File: config.mk
export PLATFORM = sky130hd
export DESIGN_NAME = dspg_clock_gate
export DESIGN_NICKNAME = d
export VERILOG_FILES = /design/src/core/dspg_port_gate.v /design/src/core/dspg_clock_gate.v
export VERILOG_INCLUDE_DIRS = /design/src /design/src/core
export SDC_FILE = /design/constraint.sdc
export NUM_CORES = 1
export LEC_CHECK = 0
export BUFFER_PORTS_ARGS = -buffer_cell sky130_fd_sc_hd__buf_2
export CORE_MARGIN = 1
export CORE_UTILIZATION = 29
export DETAILED_ROUTE_END_ITERATION = 6
export PLACE_DENSITY_LB_ADDON = 0.12
export SETUP_SLACK_MARGIN = 0.2
export SYNTH_ARGS = -nofsm -noshare
export SYNTH_HDL_FRONTEND = slang
export SYNTH_SLANG_ARGS = --single-unit
File: constraint.sdc
create_clock -name ref_clk -period 4.9 [get_ports ref_clk]
set_input_delay 0.735 -clock ref_clk [delete_from_list [all_inputs] [get_ports ref_clk]]
set_output_delay 0.735 -clock ref_clk [all_outputs]
set_load 0.02 [all_outputs]
File: src/core/dspg_map.vh
`ifndef DSPG_MAP_VH
`define DSPG_MAP_VH
`define DSPG_OFF_RUN_CFG 12'h060
`define DSPG_OFF_RUN_EN 12'h108
`define DSPG_OFF_SLEEP_EN 12'h118
`define DSPG_OFF_DEEP_EN 12'h128
`define DSPG_OFF_MODE 12'h200
`define DSPG_RESET_EN 8'h00
`define DSPG_RESET_CFG 1'h0
`define DSPG_ACG_BIT 11
`define DSPG_NPORT 8
`define DSPG_MODE_RUN 2'h0
`define DSPG_MODE_SLEEP 2'h1
`define DSPG_MODE_DEEP 2'h2
`endif

File: src/core/dspg_port_gate.v
`include "dspg_map.vh"
module dspg_port_gate (
    input wire [1:0] mode,
    input wire auto_gate,
    input wire [7:0] run_en,
    input wire [7:0] sleep_en,
    input wire [7:0] deep_en,
    output wire [7:0] port_en
);
    genvar i;
    generate
        for (i = 0; i < `DSPG_NPORT; i = i + 1) begin : g_bit
            // Each bit stands alone; sleep registers apply only with auto gating
            assign port_en[i] = (!auto_gate || mode == `DSPG_MODE_RUN) ? run_en[i] :
                (mode == `DSPG_MODE_DEEP) ? deep_en[i] : sleep_en[i];
        end
    endgenerate
endmodule

File: src/core/dspg_clock_gate.v
// Decided for this implementation: the Avalon-MM register port.
`include "dspg_map.vh"
module dspg_clock_gate (
    input wire ref_clk,
    input wire srst,
    input wire [11:0] avs_address,
    input wire avs_read,
    input wire avs_write,
    input wire [31:0] avs_writedata,
    input wire [3:0] avs_byteenable,
    output wire [31:0] avs_readdata,
    output wire avs_waitrequest,
    output wire [1:0] avs_response,
    input wire deep_sleep_req,
    input wire sleep_req,
    input wire wake,
    input wire [2:0] port_sel,
    input wire port_access,
    output wire [7:0] port_clk_en,
    output wire port_bus_fault,
    output wire [1:0] power_mode
);
    ////////////////////////////////////////////////////////////////////////
    reg [7:0] run_en_reg;
    reg [7:0] sleep_en_reg;
    reg [7:0] deep_en_reg;
    reg auto_gate_reg;
    reg [1:0] mode_reg;
    reg [1:0] mode_next;
    reg ack_reg;
    reg [31:0] rdata_reg;
    reg [31:0] rdata_next;
    reg [1:0] resp_reg;
    reg [1:0] resp_next;
    reg fault_reg;
    reg fault_next;
    wire req;
    wire take;
    wire wr_lo;
    wire wr_hi;
    wire sel_run_cfg;
    wire sel_run_en;
    wire sel_sleep_en;
    wire sel_deep_en;
    wire sel_mode;
    wire hit;
    wire wr_run_cfg;
    wire wr_run_en;
    wire wr_sleep_en;
    wire wr_deep_en;
    wire port_gated;

    ////////////////////////////////////////////////////////////////////////
    // One wait state: the answer comes on the second edge of the request
    assign req = (avs_read || avs_write) && !ack_reg;
    assign take = (avs_read || avs_write) && ack_reg;
    assign avs_waitrequest = req;
    assign avs_readdata = rdata_reg;
    assign avs_response = resp_reg;
    assign power_mode = mode_reg;
    assign port_bus_fault = fault_reg;

    ////////////////////////////////////////////////////////////////////////
    // Address decode
    assign sel_run_cfg = avs_address == `DSPG_OFF_RUN_CFG;
    assign sel_run_en = avs_address == `DSPG_OFF_RUN_EN;
    assign sel_sleep_en = avs_address == `DSPG_OFF_SLEEP_EN;
    assign sel_deep_en = avs_address == `DSPG_OFF_DEEP_EN;
    assign sel_mode = avs_address == `DSPG_OFF_MODE;
    assign hit = sel_run_cfg || sel_run_en || sel_sleep_en ||
        sel_deep_en || sel_mode;

    // Writes land on the edge that completes the transfer
    assign wr_lo = avs_write && take && avs_byteenable[0];
    assign wr_hi = avs_write && take && avs_byteenable[1];
    assign wr_run_cfg = wr_hi && sel_run_cfg;
    assign wr_run_en = wr_lo && sel_run_en;
    assign wr_sleep_en = wr_lo && sel_sleep_en;
    assign wr_deep_en = wr_lo && sel_deep_en;

    ////////////////////////////////////////////////////////////////////////
    // Read data and response for the addressed register
    always @* begin
        rdata_next = 32'h0000_0000;
        // Unmapped addresses answer with a slave error and read zero
        resp_next = hit ? 2'h0 : 2'h2;
        // Reserved bits above the enables always read as zero
        case (avs_address)
            `DSPG_OFF_RUN_CFG: begin
                rdata_next = {20'h0_0000, auto_gate_reg, 11'h0};
            end
            `DSPG_OFF_RUN_EN: begin
                rdata_next = {24'h00_0000, run_en_reg};
            end
            `DSPG_OFF_SLEEP_EN: begin
                rdata_next = {24'h00_0000, sleep_en_reg};
            end
            `DSPG_OFF_DEEP_EN: begin
                rdata_next = {24'h00_0000, deep_en_reg};
            end
            `DSPG_OFF_MODE: begin
                rdata_next = {30'h0, mode_reg};
            end
            default: begin
                rdata_next = 32'h0000_0000;
            end
        endcase
    end

    always @(posedge ref_clk) begin
        if (srst) begin
            ack_reg <= 1'b0;
            rdata_reg <= 32'h0000_0000;
            resp_reg <= 2'h0;
        end else begin
            ack_reg <= req;
            // Captured in the wait cycle; stands until the next access
            if (req) begin
                rdata_reg <= rdata_next;
                resp_reg <= resp_next;
            end
        end
    end

    ////////////////////////////////////////////////////////////////////////
    // Enable registers: only the low lane holds enables
    // The auto gating bit sits in the second lane of the run configuration
    always @(posedge ref_clk) begin
        if (srst) begin
            run_en_reg <= `DSPG_RESET_EN;
            sleep_en_reg <= `DSPG_RESET_EN;
            deep_en_reg <= `DSPG_RESET_EN;
            auto_gate_reg <= `DSPG_RESET_CFG;
        end else begin
            if (wr_run_en) begin
                run_en_reg <= avs_writedata[7:0];
            end
            if (wr_sleep_en) begin
                sleep_en_reg <= avs_writedata[7:0];
            end
            if (wr_deep_en) begin
                deep_en_reg <= avs_writedata[7:0];
            end
            if (wr_run_cfg) begin
                auto_gate_reg <= avs_writedata[`DSPG_ACG_BIT];
            end
        end
    end

    ////////////////////////////////////////////////////////////////////////
    // Power mode: deep sleep has priority over sleep; in run, a sleep request is taken even with wake high
    always @* begin
        mode_next = mode_reg;
        case (mode_reg)
            `DSPG_MODE_RUN: begin
                if (deep_sleep_req) begin
                    mode_next = `DSPG_MODE_DEEP;
                end else if (sleep_req) begin
                    mode_next = `DSPG_MODE_SLEEP;
                end
            end
            `DSPG_MODE_SLEEP: begin
                if (wake) begin
                    mode_next = `DSPG_MODE_RUN;
                end
            end
            `DSPG_MODE_DEEP: begin
                if (wake) begin
                    mode_next = `DSPG_MODE_RUN;
                end
            end
            default: begin
                mode_next = `DSPG_MODE_RUN;
            end
        endcase
    end

    always @(posedge ref_clk) begin
        if (srst) begin
            mode_reg <= `DSPG_MODE_RUN;
        end else begin
            mode_reg <= mode_next;
        end
    end

    ////////////////////////////////////////////////////////////////////////
    // Port clocks follow the register of the current power mode with auto gating on; with it off, the run register in every mode
    dspg_port_gate u_gate (
        .mode(mode_reg),
        .auto_gate(auto_gate_reg),
        .run_en(run_en_reg),
        .sleep_en(sleep_en_reg),
        .deep_en(deep_en_reg),
        .port_en(port_clk_en)
    );

    ////////////////////////////////////////////////////////////////////////
    // Access to an unclocked port faults one cycle later, for as long as the access lasts
    assign port_gated = !port_clk_en[port_sel];

    always @* begin
        fault_next = port_access && port_gated;
    end

    always @(posedge ref_clk) begin
        if (srst) begin
            fault_reg <= 1'b0;
        end else begin
            fault_reg <= fault_next;
        end
    end
endmodule

==> reports/qor.csv <==
metric,value,unit
clock skew,0.00966,ns
total global routing overflow,0,
reg2reg start,power_mode[1],
routed length per instance,15.1,um
share of layout cells above drive strength 1,23.8,%
fin area,2690,sq um
CTS root buf,clkbuf_8,
Worst Hold Path EP,avs_readdata[11],
pre-CTS WS,2.09,ns
Final Hold Fails,0,
syn avg cell area,8.59,sq um
die area,8330,sq um
Remaining DRCs,0,
first drt pass iteration count,4,
Post-synth EDFFs,0,
CORE AREA,7730,sq um
Via Count,2032,
reg2reg setup slack,2.46,ns
minimum clock period,3.09,ns
antenna-violating nets left,0,
# IOs,105,
Clock Sinks,39,
I/O Buffers,55,
Hold Path Cell Cnt,2,
"Core Util, Final",34.8,%
Tot Pwr,695,uW
Die H,91.3,um
Fmax achieved,0.323,GHz
top_reg_cell synth,dfxtp_1,
Post-DP Area,2570,sq um
Mapped Area,2310,sq um
HP Class,reg -> reg,
Area Overhead vs Synth,16.3,%
Bufs on Longest Clock Path,2,
Clock Latency Late Sink,0.29,ns
Post-CTS Hold Fix Bufs,0,
endpoint type of the worst setup path,output pin,
Rel. slew slack,36.4,%
max-slew violations,0,
worst path required time,4.16,ns
Switching Power,194,uW
TNS Setup,0,ns
post-synthesis sequential area ratio,33.8,%
Sequential Power Share,46.4,%
CP arrival,2.36,ns
Combinational Power Share,13.7,%
max FFs per register,9,
crit path launch type,register,
leak pwr,1.24,nW
first-pass GRT wire length,10.4,mm
max-cap violations,0,
final WL,6.38,mm
RSZ-0062 raised after global routing,no,
asr flop ratio synth,0,%
# diodes,0,
#FFs+latches synth,39,
H-tree level count,2,
final setup fails,0,
post-cts sizing count,0,
crit path kind,reg -> out,
GRT Util Overall,16.1,%
CTS tree,built,
Syn. warnings,0,
largest net degree at the start of global routing,30,
Worst-Margin Slew,0.953,ns
Pwr Density,259,nW/um^2
fin crit share,63.2,%
Post-DP HPWL,4.53,mm
hold_sp,avs_readdata[11],
Num CTS Buffers,5,
status,"finished, final reports clean",
antenna violations before repair,0,
P_int,501,uW
Worst VDD drop,117,uV
GPL Wtd Cong,0.787,
worst r2r path cells,6,
Critical Path Fanout Max,11,
Final nets,379,
Clock power frac,39.9,%
vias in the first global route,1996,
"Distinct cells, synth",44,
fin worst setup slack,1.81,ns
Die Wd,91.3,um
effective utilization at floorplan,29.9,%
Reg2Reg Capture Point,port_bus_fault,
via-per-instance ratio,4.83,
clock transition at the registers of the reported paths,0.08,ns
Cell Rows,32,
post-CTS setup buffers,0,
Synth Instances,269,
switching share of power,27.9,%
Iter 0 DRT Violations,78,
-- stage by stage --
step | hold WS [ns] | instances
after floorplan | 0.443 | 292
after CTS | 0.468 | 421
after global placement | 0.449 | 413
after detailed placement | 0.456 | 413
final | 0.465 | 421
after global routing | 0.485 | 421
-- cells by family after synthesis --
family,share of synthesized area [%]
AND/OR/NAND/NOR,20.3
buffers and inverters,12.6
AO/OA/AOI/OAI,13.4
other,0.162
adder cells (fa/ha/maj),1.08
flip-flops,33.8
multiplexers,18.6
-- area by class of cell --
type / instances / area, sq um
Multi-Input combinational cell: 202 / 1330
Timing Repair Buffer: 56 / 283
Clock inverter: 3 / 43.8
Inverter: 14 / 52.6
Clock buffer: 5 / 68.8
Fill cell: 831 / 5040
Sequential cell: 39 / 781
Tap cell: 102 / 128
-- synth_stat cells, types with 5 or more instances --
master	instances	area, sq um
o21ai_0	8	40.0
buf_4	24	180
nand2_1	30	113
a22oi_1	7	52.6
mux2i_1	34	340
nor4_1	6	37.5
nor2b_1	5	31.3
o2bb2ai_1	7	61.3
inv_1	14	52.6
a21oi_1	7	35.0
clkbuf_1	10	37.5
nor2_1	28	105
dfxtp_1	39	781
-- layout by cell type, fill, tap and decap left out, types with 2 or more instances in the layout --
master     netlist  layout
nor4_1           6       5
or4_4            2       2
a22o_1           2       2
and3_1           3       3
nor2b_1          5       5
nor3_1           2       2
mux2i_1         34      34
buf_2            2      55
inv_1           14      14
nand3b_1         2       2
mux2_2           4       4
conb_1           1      24
a211oi_1         2       2
ha_1             2       2
nor2_1          28      28
a22oi_1          7       7
nand2b_1         2       2
or4bb_1          2       2
a21oi_1          7       7
mux4_2           2       2
clkbuf_8         0       5
nand3_1          4       4
nand2_1         30      30
o21ai_0          8       8
or4_1            2       2
dfxtp_1         39      39
o2bb2ai_1        7       7
-- per-layer routing --
layer | vias to the layer above | global-route usage [%] | part of all wire, %
li1 | 1001 | - | -
met1 | 953 | 22.5 | 48
met2 | 76 | 26.0 | 45
met3 | 2 | 2.93 | 6.0
met4 | 0 | 3.17 | 0.38
met5 | - | 0 | 0
-- critical path: stages (launching register included) --
cell and delay, ns:
dfxtp_1 0.41, inv_1 0.06, ha_1 0.22, nor2b_1 0.73, mux2_2 0.45, inv_1 0.06, buf_2 0.15
-- how the worst max path moves through the flow --
stage / from / endpoint
floorplan: power_mode[0] / port_clk_en[2]
global placement: power_mode[0] / port_clk_en[2]
detailed placement: power_mode[0] / port_clk_en[2]
CTS: power_mode[0] / port_clk_en[2]
global route: power_mode[0] / port_clk_en[2]
finish: power_mode[1] / port_clk_en[2]
-- power groups by stage --
stage / sequential (mW) / combinational [mW] / clock (mW)
6_report: 0.323 / 0.0952 / 0.277
5_1_grt: 0.324 / 0.105 / 0.306
4_1_cts: 0.323 / 0.0954 / 0.289
3_5_place_dp: 0.330 / 0.0952 / 0
3_3_place_gp: 0.330 / 0.0956 / 0
2_1_floorplan: 0.333 / 0.0707 / 0
Power figures use the tool's default switching activity.
